$ cat config.mk
export PLATFORM = sky130hd
export DESIGN_NAME = papm_port_a_upper_pad_mux
export DESIGN_NICKNAME = d
export VERILOG_FILES = /design/src/rtl/papm_pkg.sv /design/src/rtl/papm_port_a_upper_pad_mux.sv
export SDC_FILE = /design/constraint.sdc
export NUM_CORES = 1
export LEC_CHECK = 0
export ABC_AREA = 1
export BUFFER_PORTS_ARGS = -buffer_cell sky130_fd_sc_hd__buf_2
export CAP_MARGIN = 0
export CORE_ASPECT_RATIO = 0.8
export CORE_MARGIN = 1
export CORE_UTILIZATION = 48
export CTS_BUF_LIST = sky130_fd_sc_hd__clkbuf_8
export CTS_CLUSTER_DIAMETER = 120
export DETAILED_ROUTE_END_ITERATION = 8
export PLACE_DENSITY = 0.93
export SLEW_MARGIN = 25
export SYNTH_ARGS = -nofsm -noshare
export SYNTH_HDL_FRONTEND = slang
export SYNTH_SLANG_ARGS = --single-unit
$ cat constraint.sdc
create_clock -name aclk -period 2 [get_ports aclk]
set_clock_uncertainty 0.05 [all_clocks]
set_input_delay 0.1 -clock aclk [delete_from_list [all_inputs] [get_ports aclk]]
set_output_delay 0.1 -clock aclk [all_outputs]
set_load 0.005 [all_outputs]
$ cat src/rtl/papm_pkg.sv
package papm_pkg;
  // register byte addresses on the AXI4-Lite slave
  localparam logic [3:0] PAPM_ADDR_PIN_DATA  = 4'h0;
  localparam logic [3:0] PAPM_ADDR_DIRECTION = 4'h4;
  localparam logic [3:0] PAPM_ADDR_CONFIG    = 4'h8;
  localparam logic [3:0] PAPM_ADDR_STATUS    = 4'hc;

  // pin positions inside the port
  localparam int PAPM_PIN4 = 4;
  localparam int PAPM_PIN5 = 5;
  localparam int PAPM_PIN6 = 6;
  localparam int PAPM_PIN7 = 7;

  // data bits that software may write (bits 3..0, 6, 7)
  localparam logic [7:0] PAPM_DATA_WR_MASK = 8'hcf;
  // direction bits: 1 = input; pins 4 and 5 always input
  localparam logic [7:0] PAPM_DIR_RESET    = 8'hff;
  localparam logic [7:0] PAPM_DIR_FORCED   = 8'h30;
  localparam logic [7:0] PAPM_DATA_RESET   = 8'h00;

  // config register fields
  localparam int PAPM_CFG_SMBUS_BIT = 0;
  localparam logic [1:0] AXI_RESP_OKAY   = 2'b00;
  localparam logic [1:0] AXI_RESP_SLVERR = 2'b10;
endpackage

$ cat src/rtl/papm_port_a_upper_pad_mux.sv
// Local design decisions: the address map and register access over AXI4-Lite.
`timescale 1ns/1ps
// How it works
// - when several functions drive one pad, lowest priority number supplies the data
// - priority picks only drive data; drive enable is decided separately
// - pin 6 data: programming data, then capture/compare, then port latch
// - programming-data output on pin 6 forces the pin to output
// - otherwise pin 6 drives only when its direction bit selects output
// - pin 7 is open-drain; I2C clock out beats the port latch
// - pin 7 feeds I2C slave clock; threshold selects I2C or SMBus levels
// - pin 7 input also feeds the programming clock input
// - data bits 3..0, 6 and 7 are writable; bits 6 and 7 read the pin level, bits 3..0 read back the latch
// - data bit 4 is read-only pin level; data bits power up unknown
// - direction bit 1 releases the pin as input, 0 makes it output
module papm_port_a_upper_pad_mux
  import papm_pkg::*;
(
  input  wire logic        aclk,
  input  wire logic        aresetn,
  // axi4-lite slave
  input  wire logic [3:0]  s_axi_awaddr,
  input  wire logic        s_axi_awvalid,
  output logic             s_axi_awready,
  input  wire logic [31:0] s_axi_wdata,
  input  wire logic [3:0]  s_axi_wstrb,
  input  wire logic        s_axi_wvalid,
  output logic             s_axi_wready,
  output logic [1:0]       s_axi_bresp,
  output logic             s_axi_bvalid,
  input  wire logic        s_axi_bready,
  input  wire logic [3:0]  s_axi_araddr,
  input  wire logic        s_axi_arvalid,
  output logic             s_axi_arready,
  output logic [31:0]      s_axi_rdata,
  output logic [1:0]       s_axi_rresp,
  output logic             s_axi_rvalid,
  input  wire logic        s_axi_rready,
  // pads 4..7 (oe low = driving)
  input  wire logic        port_a_pin4_in,
  input  wire logic        port_a_pin5_in,
  input  wire logic        port_a_pin6_in,
  output logic             port_a_pin6_out,
  output logic             port_a_pin6_oe_n,
  input  wire logic        port_a_pin7_in,
  output logic             port_a_pin7_out,
  output logic             port_a_pin7_oe_n,
  // peripheral side
  input  wire logic        prog_serial_data_en,
  input  wire logic        prog_serial_data_out,
  output logic             prog_serial_data_in,
  output logic             prog_serial_clock_in,
  input  wire logic        capture_compare_signal_en,
  input  wire logic        capture_compare_signal_out,
  output logic             capture_compare_signal_in,
  input  wire logic        i2c_clock_out_en,
  input  wire logic        i2c_clock_out,
  output logic             i2c_clock_in,
  output logic             i2c_smbus_levels,
  output logic             master_clear_input,
  output logic [7:0]       port_a_direction
);

  // pad input synchronisers, pins 4..7, three stages
  // the chain resets low, so pin 7 reads low for a few cycles after reset
  logic [3:0] sync1_q;
  logic [3:0] sync2_q;
  logic [3:0] sync3_q;
  logic [3:0] stable_q;
  logic [3:0] sync1_d;
  logic [3:0] sync2_d;
  logic [3:0] sync3_d;
  logic [3:0] stable_d;
  logic [3:0] pad_in;

  assign pad_in = {port_a_pin7_in, port_a_pin6_in, port_a_pin5_in, port_a_pin4_in};

  always_comb begin
    sync1_d  = pad_in;
    sync2_d  = sync1_q;
    sync3_d  = sync2_q;
    stable_d = stable_q;
    for (int i = 0; i < 4; i++) begin
      // a change counts only once stages two and three agree
      if (sync2_q[i] == sync3_q[i]) begin
        stable_d[i] = sync3_q[i];
      end
    end
  end

  always_ff @(posedge aclk) begin
    if (!aresetn) begin
      sync1_q  <= 4'h0;
      sync2_q  <= 4'h0;
      sync3_q  <= 4'h0;
      stable_q <= 4'h0;
    end else begin
      sync1_q  <= sync1_d;
      sync2_q  <= sync2_d;
      sync3_q  <= sync3_d;
      stable_q <= stable_d;
    end
  end

  // register state
  logic [7:0] latch_q;
  logic [7:0] latch_d;
  logic [7:0] dir_q;
  logic [7:0] dir_d;
  logic       smbus_q;
  logic       smbus_d;
  // axi state
  logic       aw_held_q, aw_held_d;
  logic [3:0] aw_addr_q, aw_addr_d;
  logic       w_held_q, w_held_d;
  logic [31:0] w_data_q, w_data_d;
  logic [3:0] w_strb_q, w_strb_d;
  logic       bvalid_q, bvalid_d;
  logic [1:0] bresp_q, bresp_d;
  logic       rvalid_q, rvalid_d;
  logic [1:0] rresp_q, rresp_d;
  logic [31:0] rdata_q, rdata_d;
  // ready flags kept in flops so every bus output leaves a register
  logic       awready_q, awready_d;
  logic       wready_q, wready_d;
  logic       arready_q, arready_d;
  logic [7:0] pin_level;

  // pins 0..3 are outside this block; their reads follow the latch
  assign pin_level = {stable_q[3], stable_q[2], stable_q[1], stable_q[0], latch_q[3:0]};

  always_comb begin
    aw_held_d = aw_held_q;
    aw_addr_d = aw_addr_q;
    w_held_d  = w_held_q;
    w_data_d  = w_data_q;
    w_strb_d  = w_strb_q;
    bvalid_d  = bvalid_q;
    bresp_d   = bresp_q;
    rvalid_d  = rvalid_q;
    rresp_d   = rresp_q;
    rdata_d   = rdata_q;
    latch_d   = latch_q;
    dir_d     = dir_q;
    smbus_d   = smbus_q;
    if (s_axi_awvalid && !aw_held_q) begin
      aw_held_d = 1'b1;
      aw_addr_d = s_axi_awaddr;
    end
    if (s_axi_wvalid && !w_held_q) begin
      w_held_d = 1'b1;
      w_data_d = s_axi_wdata;
      w_strb_d = s_axi_wstrb;
    end
    if (aw_held_q && w_held_q && !bvalid_q) begin
      aw_held_d = 1'b0;
      w_held_d  = 1'b0;
      bvalid_d  = 1'b1;
      bresp_d   = AXI_RESP_OKAY;
      if (w_strb_q[0]) begin
        unique case (aw_addr_q)
          PAPM_ADDR_PIN_DATA: begin
            // bits 4 and 5 are read-only
            latch_d = (latch_q & ~PAPM_DATA_WR_MASK) | (w_data_q[7:0] & PAPM_DATA_WR_MASK);
          end
          PAPM_ADDR_DIRECTION: dir_d = w_data_q[7:0] | PAPM_DIR_FORCED;
          PAPM_ADDR_CONFIG:    smbus_d = w_data_q[PAPM_CFG_SMBUS_BIT];
          PAPM_ADDR_STATUS: ;
          default: bresp_d = AXI_RESP_SLVERR;
        endcase
      end else if (aw_addr_q[1:0] != 2'b00 || aw_addr_q > PAPM_ADDR_STATUS) begin
        bresp_d = AXI_RESP_SLVERR;
      end
    end else if (bvalid_q && s_axi_bready) begin
      bvalid_d = 1'b0;
    end
    if (s_axi_arvalid && !rvalid_q) begin
      rvalid_d = 1'b1;
      rresp_d  = AXI_RESP_OKAY;
      rdata_d  = 32'h0000_0000;
      unique case (s_axi_araddr)
        PAPM_ADDR_PIN_DATA:  rdata_d[7:0] = pin_level;
        PAPM_ADDR_DIRECTION: rdata_d[7:0] = dir_q;
        PAPM_ADDR_CONFIG:    rdata_d[PAPM_CFG_SMBUS_BIT] = smbus_q;
        PAPM_ADDR_STATUS:    rdata_d[3:0] = {prog_serial_data_en, capture_compare_signal_en,
                                             i2c_clock_out_en, port_a_pin6_oe_n};
        default:             rresp_d = AXI_RESP_SLVERR;
      endcase
    end else if (rvalid_q && s_axi_rready) begin
      rvalid_d = 1'b0;
    end
    // a channel is ready again once its held beat has been used
    awready_d = !aw_held_d;
    wready_d  = !w_held_d;
    arready_d = !rvalid_d;
  end

  // data latch has no reset: it powers up unknown
  always_ff @(posedge aclk) begin
    latch_q <= latch_d;
  end

  always_ff @(posedge aclk) begin
    if (!aresetn) begin
      aw_held_q <= 1'b0;
      aw_addr_q <= 4'h0;
      w_held_q  <= 1'b0;
      w_data_q  <= 32'h0000_0000;
      w_strb_q  <= 4'h0;
      bvalid_q  <= 1'b0;
      bresp_q   <= 2'b00;
      rvalid_q  <= 1'b0;
      rresp_q   <= 2'b00;
      rdata_q   <= 32'h0000_0000;
      dir_q     <= PAPM_DIR_RESET;
      smbus_q   <= 1'b0;
      awready_q <= 1'b1;
      wready_q  <= 1'b1;
      arready_q <= 1'b1;
    end else begin
      aw_held_q <= aw_held_d;
      aw_addr_q <= aw_addr_d;
      w_held_q  <= w_held_d;
      w_data_q  <= w_data_d;
      w_strb_q  <= w_strb_d;
      bvalid_q  <= bvalid_d;
      bresp_q   <= bresp_d;
      rvalid_q  <= rvalid_d;
      rresp_q   <= rresp_d;
      rdata_q   <= rdata_d;
      dir_q     <= dir_d;
      smbus_q   <= smbus_d;
      awready_q <= awready_d;
      wready_q  <= wready_d;
      arready_q <= arready_d;
    end
  end

  // pad drive: data by priority, enable computed on its own
  // pad controls are registered, so a request shows one cycle later
  logic p6_out_d;
  logic p6_oe_n_d;
  logic p7_out_d;
  logic p7_oe_n_d;
  logic p6_out_q;
  logic p6_oe_n_q;
  logic p7_out_q;
  logic p7_oe_n_q;

  always_comb begin
    // same-priority sources are exclusive by configuration, so no tie-break
    if (prog_serial_data_en) begin
      p6_out_d = prog_serial_data_out;
    end else if (capture_compare_signal_en) begin
      p6_out_d = capture_compare_signal_out;
    end else begin
      p6_out_d = latch_q[PAPM_PIN6];
    end
    p6_oe_n_d = prog_serial_data_en ? 1'b0 : dir_q[PAPM_PIN6];
    // pin 7 open-drain: only ever drives low
    p7_out_d  = 1'b0;
    if (i2c_clock_out_en) begin
      p7_oe_n_d = i2c_clock_out;
    end else begin
      // a latch 1 releases the pad; the pull-up gives the high level
      p7_oe_n_d = dir_q[PAPM_PIN7] | latch_q[PAPM_PIN7];
    end
  end

  always_ff @(posedge aclk) begin
    if (!aresetn) begin
      p6_out_q  <= 1'b0;
      p6_oe_n_q <= 1'b1;
      p7_out_q  <= 1'b0;
      p7_oe_n_q <= 1'b1;
    end else begin
      p6_out_q  <= p6_out_d;
      p6_oe_n_q <= p6_oe_n_d;
      p7_out_q  <= p7_out_d;
      p7_oe_n_q <= p7_oe_n_d;
    end
  end

  assign port_a_pin6_out           = p6_out_q;
  assign port_a_pin6_oe_n          = p6_oe_n_q;
  assign port_a_pin7_out           = p7_out_q;
  assign port_a_pin7_oe_n          = p7_oe_n_q;
  assign prog_serial_data_in       = stable_q[PAPM_PIN6 - 4];
  assign capture_compare_signal_in = stable_q[PAPM_PIN6 - 4];
  assign i2c_clock_in              = stable_q[PAPM_PIN7 - 4];
  assign prog_serial_clock_in      = stable_q[PAPM_PIN7 - 4];
  assign master_clear_input        = stable_q[PAPM_PIN5 - 4];
  assign i2c_smbus_levels          = smbus_q;
  assign port_a_direction          = dir_q;
  assign s_axi_awready             = awready_q;
  assign s_axi_wready              = wready_q;
  assign s_axi_bvalid              = bvalid_q;
  assign s_axi_bresp               = bresp_q;
  assign s_axi_arready             = arready_q;
  assign s_axi_rvalid              = rvalid_q;
  assign s_axi_rresp               = rresp_q;
  assign s_axi_rdata               = rdata_q;

endmodule

-- Word-level counts from Yosys, hierarchy flattened
Index checks and enable logic that the tools add are counted.
- bits in registers: 66
- bits in latches: 0
- memory bits (writable): 0
- bits in read-only memories: 0
- input port bits: 61
- output and inout port bits: 59
- logic and storage cells: 82
- memories: 0
- add/sub/neg operators: 0
- multiply operators: 0
- divide/modulo/power cells: 0
- order comparisons: 1
- equal/unequal tests: 10
- shift-type cells: 0
- multiplexer cells: 19
- bitwise operators: 2
- reduce and logical (&&, ||, !) cells: 24
- operator list (cell ; count):
    4-bit == test (second input constant) ; 4
    1-bit 2-to-1 mux ; 12
    3-bit case mux with 3 select lines ; 1
    3-bit AND reduction ; 3
    4-bit by 3-bit == test with 1-bit output (second input constant) ; 2
    4-bit logical NOT ; 2
    2-bit 2-to-1 mux ; 4
    6-bit by 8-bit OR with 8-bit output ; 1
    4-bit case mux with 2 select lines ; 1
    4-bit OR reduction ; 2
    1-bit logical AND ; 7
    1-bit logical NOT ; 7
    1-bit == test ; 4
    4-bit > comparator (second input constant) ; 1
    1-bit case mux with 4 select lines ; 1
    2-bit nonzero test ; 2
    1-bit logical OR ; 1
    1-bit OR ; 1

-- Logic depth before layout (Yosys ltp)
Gate-level depths: netlist of the first run.
- depth in word-level cells: 5
- gate-level depth with buffers: 8
- mapped depth without buffers: 8

-- Worst setup path before layout of the first run
OpenSTA, ideal clock, no wires.
- path type: flip-flop to flip-flop
- start: register aw_held_q
- end: register latch_q[0], enable pin
- library setup time: 0.375 ns
- arrival: 1.065 ns
- data required time: 1.575 ns
- slack: 0.510 ns
- cell stages (with the launch flop): 7
- buffers on the path: 0
- period minus slack after synthesis: 1.490 ns
- cells stage by stage: dfxtp_1 inv_2 nor2_2 nand2_2 inv_2 nand2_2 nor4_2
- word-level cells in the longest chain between the ends: 3
- RTL lines (item ; line ; text):
    start, declared ; papm_port_a_upper_pad_mux.sv:112 ; logic aw_held_q, aw_held_d;
    start signal, assigned ; papm_port_a_upper_pad_mux.sv:220 ; aw_held_q <= aw_held_d;
    1-bit logical AND (2 in series) ; papm_port_a_upper_pad_mux.sv:154 ; if (aw_held_q && w_held_q && !bvalid_q) begin
    3-bit AND reduction (no source line) ; -- ;
    end signal, assigned ; papm_port_a_upper_pad_mux.sv:199 ; latch_q <= latch_d;
    end, declared ; papm_port_a_upper_pad_mux.sv:105 ; logic [7:0] latch_q;
Every way passes these cells.
A chain may end at the register's enable or synchronous reset.

-- Worst setup path in the final report of the first run
- start: input port i2c_clock_out
- end: register p7_oe_n_q, in the netlist port_a_pin7_oe_n
- word-level cells in the longest chain between the ends: 1
- RTL lines (item ; line ; text):
    start, declared ; papm_port_a_upper_pad_mux.sv:56 ; input wire logic i2c_clock_out,
    1-bit 2-to-1 mux ; papm_port_a_upper_pad_mux.sv:261 ; if (i2c_clock_out_en) begin
    end signal, assigned ; papm_port_a_upper_pad_mux.sv:279 ; p7_oe_n_q <= p7_oe_n_d;
    end, declared ; papm_port_a_upper_pad_mux.sv:247 ; logic p7_oe_n_q;
Every way passes these cells.

==> results of run 1 <==
-- metrics by stage --
step / area (um2) / std cells / setup WS, ps / hold slack [ps]
after CTS: 3120 / 446 / 204 / 16.6
after global routing: 3120 / 446 / 153 / 48.2
after floorplan: 2620 / 323 / 510 / 148
final: 3120 / 446 / 170 / 39.3
after detailed placement: 2740 / 410 / 594 / 233
after global placement: 2740 / 410 / 612 / 231
-- area by class of cell --
type	count	area [um2]	share of cell area (%)
flip-flops and latches	60	1260	40.5
multi-input cells	182	912	29.3
repair buffers	85	538	17.3
inverters	42	158	5.06
clock buffers	11	151	4.86
well taps	62	77.6	2.49
clock inverters	4	17.5	0.562
-- cells by family (layout without fill, tap and decap cells) --
family | Yosys count | count (layout) | synth area share (%)
buffers and inverters | 81 | 142 | 17.6
muxes | 1 | 1 | 0.448
DFF | 60 | 60 | 50.1
other | 2 | 29 | 0.299
and+or+nand+nor | 102 | 102 | 19.7
AOI/OAI and AO/OA | 50 | 50 | 11.8
-- routing by layer --
metal	part of all wire [%]	track usage (%)	wire (um)	up-vias
met2	49	35.7	2620	78
met4	1.4	8.19	77	0
li1	-	-	-	1055
met3	6.1	7.93	325	8
met1	43	25.0	2310	918
met5	0	0	0	-
-- sequential cells by signal, summed over array words and instances (netlist names), 4 cells and up --
| signal | count |
|---|---|
| aw_addr_q | 4 |
| latch_q | 6 |
| port_a_direction | 6 |
| s_axi_rdata | 8 |
| stable_q | 4 |
| sync1_q | 4 |
| sync2_q | 4 |
| sync3_q | 4 |
| w_data_q | 6 |
-- cell usage after synthesis, types with 3 or more instances --
cell type	number	area share [%]
nor2_1	21	3.1
o211ai_2	4	2.0
buf_4	31	9.3
inv_2	12	1.8
nor2_4	3	1.3
nand3_1	23	4.6
nand2_2	3	0.75
nand2_1	42	6.3
edfxtp_1	6	7.2
a21oi_2	3	1.0
o21ai_0	4	0.80
inv_1	29	4.3
a31oi_1	3	0.75
buf_2	6	1.2
a21oi_1	15	3.0
dfxtp_1	54	43
o21ai_1	20	4.0
-- report_power, final --
group	switching, mW	internal, mW	total (mW)
Clock	0.418	0.496	0.914
Combinational	0.152	0.111	0.263
Sequential	0.0307	1.27	1.30
-- how the worst min path moves through the flow --
stage	endpoint	depth (start not counted)
floorplan	sync1_q[0]	2
global placement	sync1_q[3]	3
detailed placement	sync1_q[3]	3
finish	s_axi_awready	4
CTS	s_axi_awready	4
global route	s_axi_awready	4
-- critical path, cell delays in order --
cell and delay, ps:
dlygate4sd3_1 530, buf_2 120, nand2_1 60, dlygate4sd3_1 540
o211ai_1 70, dlygate4sd3_1 580
==> flow_summary.yaml, run 1 <==
final_layout:
  final_core_util_pct: 61.9
  layout_common_cells: "61 x buf_2, 54 x dfxtp_1, 42 x nand2_1, 31 x inv_1, 29 x conb_1"
  drive_gt1_share_pct: 28.4
  syn_to_final_growth_pct: 23.9
  layout.filler_cells: 424
  n_antenna_cell: 0
  final_common_cell: "buf_2"
  finalNetCount: 441
route:
  detail_route.wl_per_cell_um: 11.9
  via_per_inst: 4.62
  drtPass1Iterations: 4
  wirelength_mm: 5.33
  ant_nets: 0
  dr_total_vias: 2059
  drc_errors: 0
  drtIter0Drc: 140
floorplanning:
  fp.dieW_um: 82.9
  die_area_um2: 5530
  rows: 23
  initial_core_util_pct: 49.9
  ioPinCount: 120
  fp.coreArea_um2: 5040
  die_h_um: 66.7
timing:
  hold_viol: 0
  setup_violations: 0
  worst_slew_pin_slew_ps: 541
  fmaxAchievable_mhz: 546
  maxSlewHeadroom_pct: 63.9
  rsz0062_at_grt: "false"
  finalCriticalPeriod_ps: 1830
  slew_violations: 0
  period_share_pct: 91.5
  setup-tns-final_ps: 0
synth:
  syn_inst: 296
  async_reset_ff_share_pct: 0
  yosys_register_bits: 60
  synth_flop_cell: "dfxtp_1"
  synth_edf_count: 6
  syn_avg_cell_area_um2: 8.50
  synth.yosys.warnings: 0
  yosys.cell_types.count: 31
  seq_area_frac_synth_pct: 50.1
  synth_area_um2: 2510
cts:
  cts_tree: "yes"
  cts_root_buf: "clkbuf_8"
  cts.path.max_buffers: 2
  worstSkewPairLatency_ps: 330
  clkTransAtPathRegs_ps: 60
  numClockSinks: 60
  cts_setup_buffers: 0
  cts_hold_buffers: 21
  cts_made_buffers: 9
  cts.htree.levels: 3
  cts_resized: 0
setup_path:
  ff2ff_path_depth: 7
  critical_path_arrival_ps: 2000
  start_kind: "input pin"
  reg2reg_slack_ps: 590
  r2r_end: "latch_q[0]"
  worst-path-max-fanout: 1
  crit_type: "in2reg"
  crit_end: "port_a_pin7_oe_n"
  critical_path_required_ps: 2170
  r2r_start: "aw_held_q"
  crit_path_start: "i2c_clock_out"
  cp-end-kind: "register"
pwr:
  power_density_nw_per_um2: 795
  power_mw: 2.48
  vdd_drop_max_uv: 499
  leakage_nw: 1.58
grt:
  overflow: 0
  grtUsageTotal_pct: 21.2
  grt_pass1_wl_mm: 8.91
  antenna_found_initial: 0
  grt_pass1_vias: 1955
  grt_max_degree: 32
place:
  port_buffers: 61
  place_hpwl_mm: 3.74
  gp_congestion: 0.784
min_path:
  hp-start: "s_axi_awvalid"
  hold_path.class: "in2reg"
outcome:
  outcome: "completed"
job:
  drv_cap: 0
(Power assumes the default switching activity.)
==> inputs of run 2 (changes only) <==
--- a/config.mk
+++ b/config.mk
@@ -14,6 +14,7 @@
 export CTS_BUF_LIST = sky130_fd_sc_hd__clkbuf_8
 export CTS_CLUSTER_DIAMETER = 120
 export DETAILED_ROUTE_END_ITERATION = 8
+export GPL_TIMING_DRIVEN = 0
 export PLACE_DENSITY = 0.93
 export SLEW_MARGIN = 25
 export SYNTH_ARGS = -nofsm -noshare
==> run 2 against run 1 <==
  * Die area did not move
  * Sequential share of layout area fell by 3.7 points
  * Sequential power barely moved
  * Register-to-register slack got worse by 270 ps
  * Count of clock-buffer cells in the layout rose by 1
  * Clock power rose by 38%
  * Final area rose by 10%
  * Maximum frequency fell by 7.2%
  * Via count rose by 13%
  * Worst setup slack got worse by 140 ps
  * Highest routed layer unchanged
  * Largest power group unchanged
  * Global-route usage rose by 2.4 points
  * Utilization rose by 6.3 points
==> flow_summary.yaml, run 2 (synthesis results as in run 1) <==
outcome:
  outcome: "completed"
timing:
  slew_violations: 0
  maxSlewHeadroom_pct: 57.0
  rsz0062_at_grt: "false"
  finalCriticalPeriod_ps: 1970
  fmaxAchievable_mhz: 507
  hold_viol: 0
  setup-tns-final_ps: 0
  setup_violations: 0
  period_share_pct: 98.6
  worst_slew_pin_slew_ps: 640
  holdWs_ps: 17.6
floorplanning:
  die_h_um: 66.7
  rows: 23
  fp.coreArea_um2: 5040
  die_area_um2: 5530
  fp.dieW_um: 82.9
  initial_core_util_pct: 49.9
  ioPinCount: 120
route:
  detail_route.wl_per_cell_um: 13.0
  drtIter0Drc: 266
  via_per_inst: 4.83
  wirelength_mm: 6.27
  drtPass1Iterations: 5
  drc_errors: 0
  ant_nets: 0
  dr_total_vias: 2322
final_layout:
  layout.filler_cells: 379
  layout_common_cells: "66 x buf_2, 54 x dfxtp_1, 42 x nand2_1, 31 x buf_4, 30 x inv_1"
  finalNetCount: 475
  final_common_cell: "buf_2"
  fin_area_um2: 3430
  largest_reg_flops: 8
  syn_to_final_growth_pct: 36.4
  multiInputGateArea_um2: 912
  instances_no_fill: 481
  n_antenna_cell: 0
  ff_latch_area_um2: 1260
  drive_gt1_share_pct: 34.8
pwr:
  switching_power_mw: 0.664
  vdd_drop_max_uv: 645
  power_mw: 2.88
  combPwrFrac_pct: 11.3
  leakage_nw: 1.79
  p_seq_share_pct: 45.2
  p_int_mw: 2.22
  power_density_nw_per_um2: 841
  p_sw_share_pct: 23.0
  clkPwrFrac_pct: 43.6
cts:
  cts_setup_buffers: 0
  cts_root_buf: "clkbuf_8"
  worstSkewPairLatency_ps: 340
  cts_made_buffers: 9
  numClockSinks: 60
  cts_hold_buffers: 20
  cts.htree.levels: 3
  cts_resized: 0
  clkTransAtPathRegs_ps: 70
  cts_tree: "yes"
  cts.path.max_buffers: 2
setup_path:
  critical_path_arrival_ps: 2150
  start_kind: "input pin"
  critical_path_required_ps: 2180
  worst-path-max-fanout: 1
  crit_type: "in2reg"
  cp-end-kind: "register"
place:
  place_hpwl_mm: 4.28
  gp_congestion: 0.889
  dp.cells: 445
  place_area_um2: 2990
  port_buffers: 60
grt:
  grt_max_degree: 11
  overflow: 0
  antenna_found_initial: 0
  grt_pass1_wl_mm: 9.81
  grt_pass1_vias: 2127
  grtUsageTotal_pct: 23.6
min_path:
  hold_path.class: "in2reg"
job:
  drv_cap: 0
## run 2: area by class of cell
class | count | share of cell area [%]
Buffer | 39 | 8.32
Tap cell | 62 | 2.26
Inverter | 42 | 4.60
Multi-Input combinational cell | 182 | 26.6
Sequential cell | 60 | 36.8
Timing Repair Buffer | 80 | 14.6
Clock buffer | 12 | 4.81
Clock inverter | 4 | 2.08
## run 2: stage by stage
step / utilization (%) / setup slack, ps
after floorplan: - / 510
after global placement: 59.5 / 352
after detailed placement: 59.5 / 311
after CTS: 68.1 / 192
after global routing: 68.1 / 46.9
final: 68.1 / 27.3
## run 2: path summary, 6_finish.rpt
path | from | end | slack [ps] | depth (start not counted)
max | i2c_clock_out | port_a_pin7_oe_n | 30 | 6
min | s_axi_wdata[6] | w_data_q[6] | 20 | 3
max reg2reg | aw_held_q | latch_q[0] | 320 | 6
min reg2reg | sync1_q[1] | sync2_q[1] | 360 | 2
## run 2: worst max-delay path, cell delays in order
cell           delay, ps
dlygate4sd3_1        540
buf_2                120
nand2_1               60
dlygate4sd3_1        590
o211ai_1             140
dlygate4sd3_1        600
## run 2: power groups by stage
stage / Clock, mW / Combinational (mW) / Sequential (mW)
floorplan: 0 / 0.188 / 1.32
global placement: 0 / 0.271 / 1.32
detailed placement: 0 / 0.281 / 1.33
CTS: 1.26 / 0.311 / 1.30
global route: 1.31 / 0.358 / 1.31
finish: 1.26 / 0.325 / 1.30
## run 2: per-layer routing
layer  track usage [%]  routed length (um)  part of all wire, %  vias to the layer above
met4              9.70                 230                  3.7                        0
met5                 0                   0                    0                        -
met2              42.0                3000                   48                      134
met1              25.8                2570                   41                     1028
met3              8.80                 469                  7.5                       33
li1                  -                   -                    -                     1127
==> inputs of run 3 (changes only) <==
--- a/config.mk
+++ b/config.mk
@@ -8,7 +8,7 @@
 export ABC_AREA = 1
 export BUFFER_PORTS_ARGS = -buffer_cell sky130_fd_sc_hd__buf_2
 export CAP_MARGIN = 0
-export CORE_ASPECT_RATIO = 0.8
+export CORE_ASPECT_RATIO = 0.5
 export CORE_MARGIN = 1
 export CORE_UTILIZATION = 48
 export CTS_BUF_LIST = sky130_fd_sc_hd__clkbuf_8
==> run 3 against run 2 <==
  * Combinational power down 1%
  * Count of clock-buffer cells in the layout fell by 3
  * Cell count is 1.7% higher
  * Final area down 0.77%
  * Critical endpoint unchanged
==> flow_summary.yaml, run 3 (synthesis results as in run 1) <==
final_layout:
  syn_to_final_growth_pct: 35.4
  largest_reg_flops: 8
  n_antenna_cell: 0
  final_core_util_pct: 68.4
  drive_gt1_share_pct: 35.1
  layout_common_cells: "66 x buf_2, 54 x dfxtp_1, 42 x nand2_1, 31 x buf_4"
  finalNetCount: 475
  fin_area_um2: 3400
  instances_no_fill: 489
  final_common_cell: "buf_2"
floorplanning:
  fp.dieW_um: 104
  fp.coreArea_um2: 4980
  die_area_um2: 5550
  initial_core_util_pct: 50.5
  die_h_um: 53.2
  ioPinCount: 120
  rows: 18
place:
  dp.cells: 453
  place_ws_ps: 327
  port_buffers: 60
  place_hpwl_mm: 3.68
  gp_congestion: 0.877
  place_area_um2: 3000
setup_path:
  ff2ff_path_depth: 6
  cp-end-kind: "register"
  reg2reg_slack_ps: 160
  r2r_start: "aw_held_q"
  crit_path_start: "i2c_clock_out"
  start_kind: "input pin"
  critical_path_arrival_ps: 2020
  worst-path-max-fanout: 1
  crit_type: "in2reg"
  critical_path_required_ps: 2170
  crit_end: "port_a_pin7_oe_n"
  r2r_end: "latch_q[7]"
min_path:
  hold_path.class: "in2reg"
  hp-start: "s_axi_awaddr[1]"
grt:
  grtUsageTotal_pct: 22.5
  antenna_found_initial: 0
  grt_pass1_vias: 2045
  grt_pass1_wl_mm: 9.32
  grt_max_degree: 13
  overflow: 0
route:
  wl_met1_mm: 2.68
  ant_nets: 0
  wirelength_mm: 6.27
  dr_total_vias: 2295
  wl_met3_um: 605
  top_layer: "met4"
  drtPass1Iterations: 5
  dr_wl_met2_mm: 2.88
  detail_route.wl_per_cell_um: 12.8
  drtIter0Drc: 167
  drc_errors: 0
  via_per_inst: 4.69
timing:
  maxSlewHeadroom_pct: 41.6
  holdWs_ps: 22.7
  setup-tns-final_ps: 0
  finalCriticalPeriod_ps: 1850
  setup_slack_ps: 152
  rsz0062_at_grt: "false"
  slew_violations: 0
  fmaxAchievable_mhz: 541
  period_share_pct: 92.4
  setup_violations: 0
  worst_slew_pin_slew_ps: 868
  hold_viol: 0
cts:
  clkTransAtPathRegs_ps: 70
  cts_tree: "yes"
  worstSkewPairLatency_ps: 350
  numClockSinks: 60
  cts_made_buffers: 9
  cts.htree.levels: 3
  cts.path.max_buffers: 2
  cts_root_buf: "clkbuf_8"
outcome:
  outcome: "completed"
pwr:
  vdd_drop_max_uv: 478
  power_density_nw_per_um2: 799
  power_mw: 2.72
  leakage_nw: 1.76
job:
  drv_cap: 0
-- run 3: changes by cell type in the layout (fill, tap and decap cells not counted), sizes merged --
cell / before / now
clkinv: 1 / 4
clkbuf: 12 / 9
bufinv: 2 / 1
clkinvlp: 1 / 2
-- run 3: repair_timing --
action / CTS / global route
resized for setup: 0 / 0
hold buffers: 20 / 0
hold endpoints to repair: 20 / 0
buffers inserted: 0 / 0
-- run 3: critical path: stages --
cell and delay (ps):
dlygate4sd3_1 540, buf_2 120, nand2_1 50, dlygate4sd3_1 540
o211ai_1 80, dlygate4sd3_1 580
-- run 3: how the worst min path moves through the flow --
stage                            endpoint  depth (start not counted)  slack, ps
after floorplan                sync1_q[0]                          2        150
after global placement         sync1_q[2]                          3        230
after detailed placement       sync1_q[1]                          3        240
after CTS                 port_a_pin6_out                          4          5
after global routing         s_axi_wready                          3         40
final                        aw_addr_q[1]                          3         20
-- run 3: area by class of cell --
type                            count  area (um2)
Tap cell                           70        87.6
Clock buffer                        9         124
Timing Repair Buffer               80         500
Buffer                             39         285
Inverter                           42         158
Multi-Input combinational cell    182         912
Clock inverter                      7        76.3
Fill cell                         369        1570
Sequential cell                    60        1260
-- run 3: report_power, final --
part | internal [mW] | total (mW) | switching, mW
clock network | 0.581 | 1.10 | 0.514
logic | 0.151 | 0.321 | 0.170
registers | 1.27 | 1.30 | 0.0342
total | 2.00 | 2.72 | 0.718
-- run 3: metal layers --
layer / track usage [%] / vias up
li1: - / 1125
met1: 25.8 / 993
met2: 39.0 / 157
met3: 8.00 / 20
met4: 9.52 / 0
met5: 0 / -
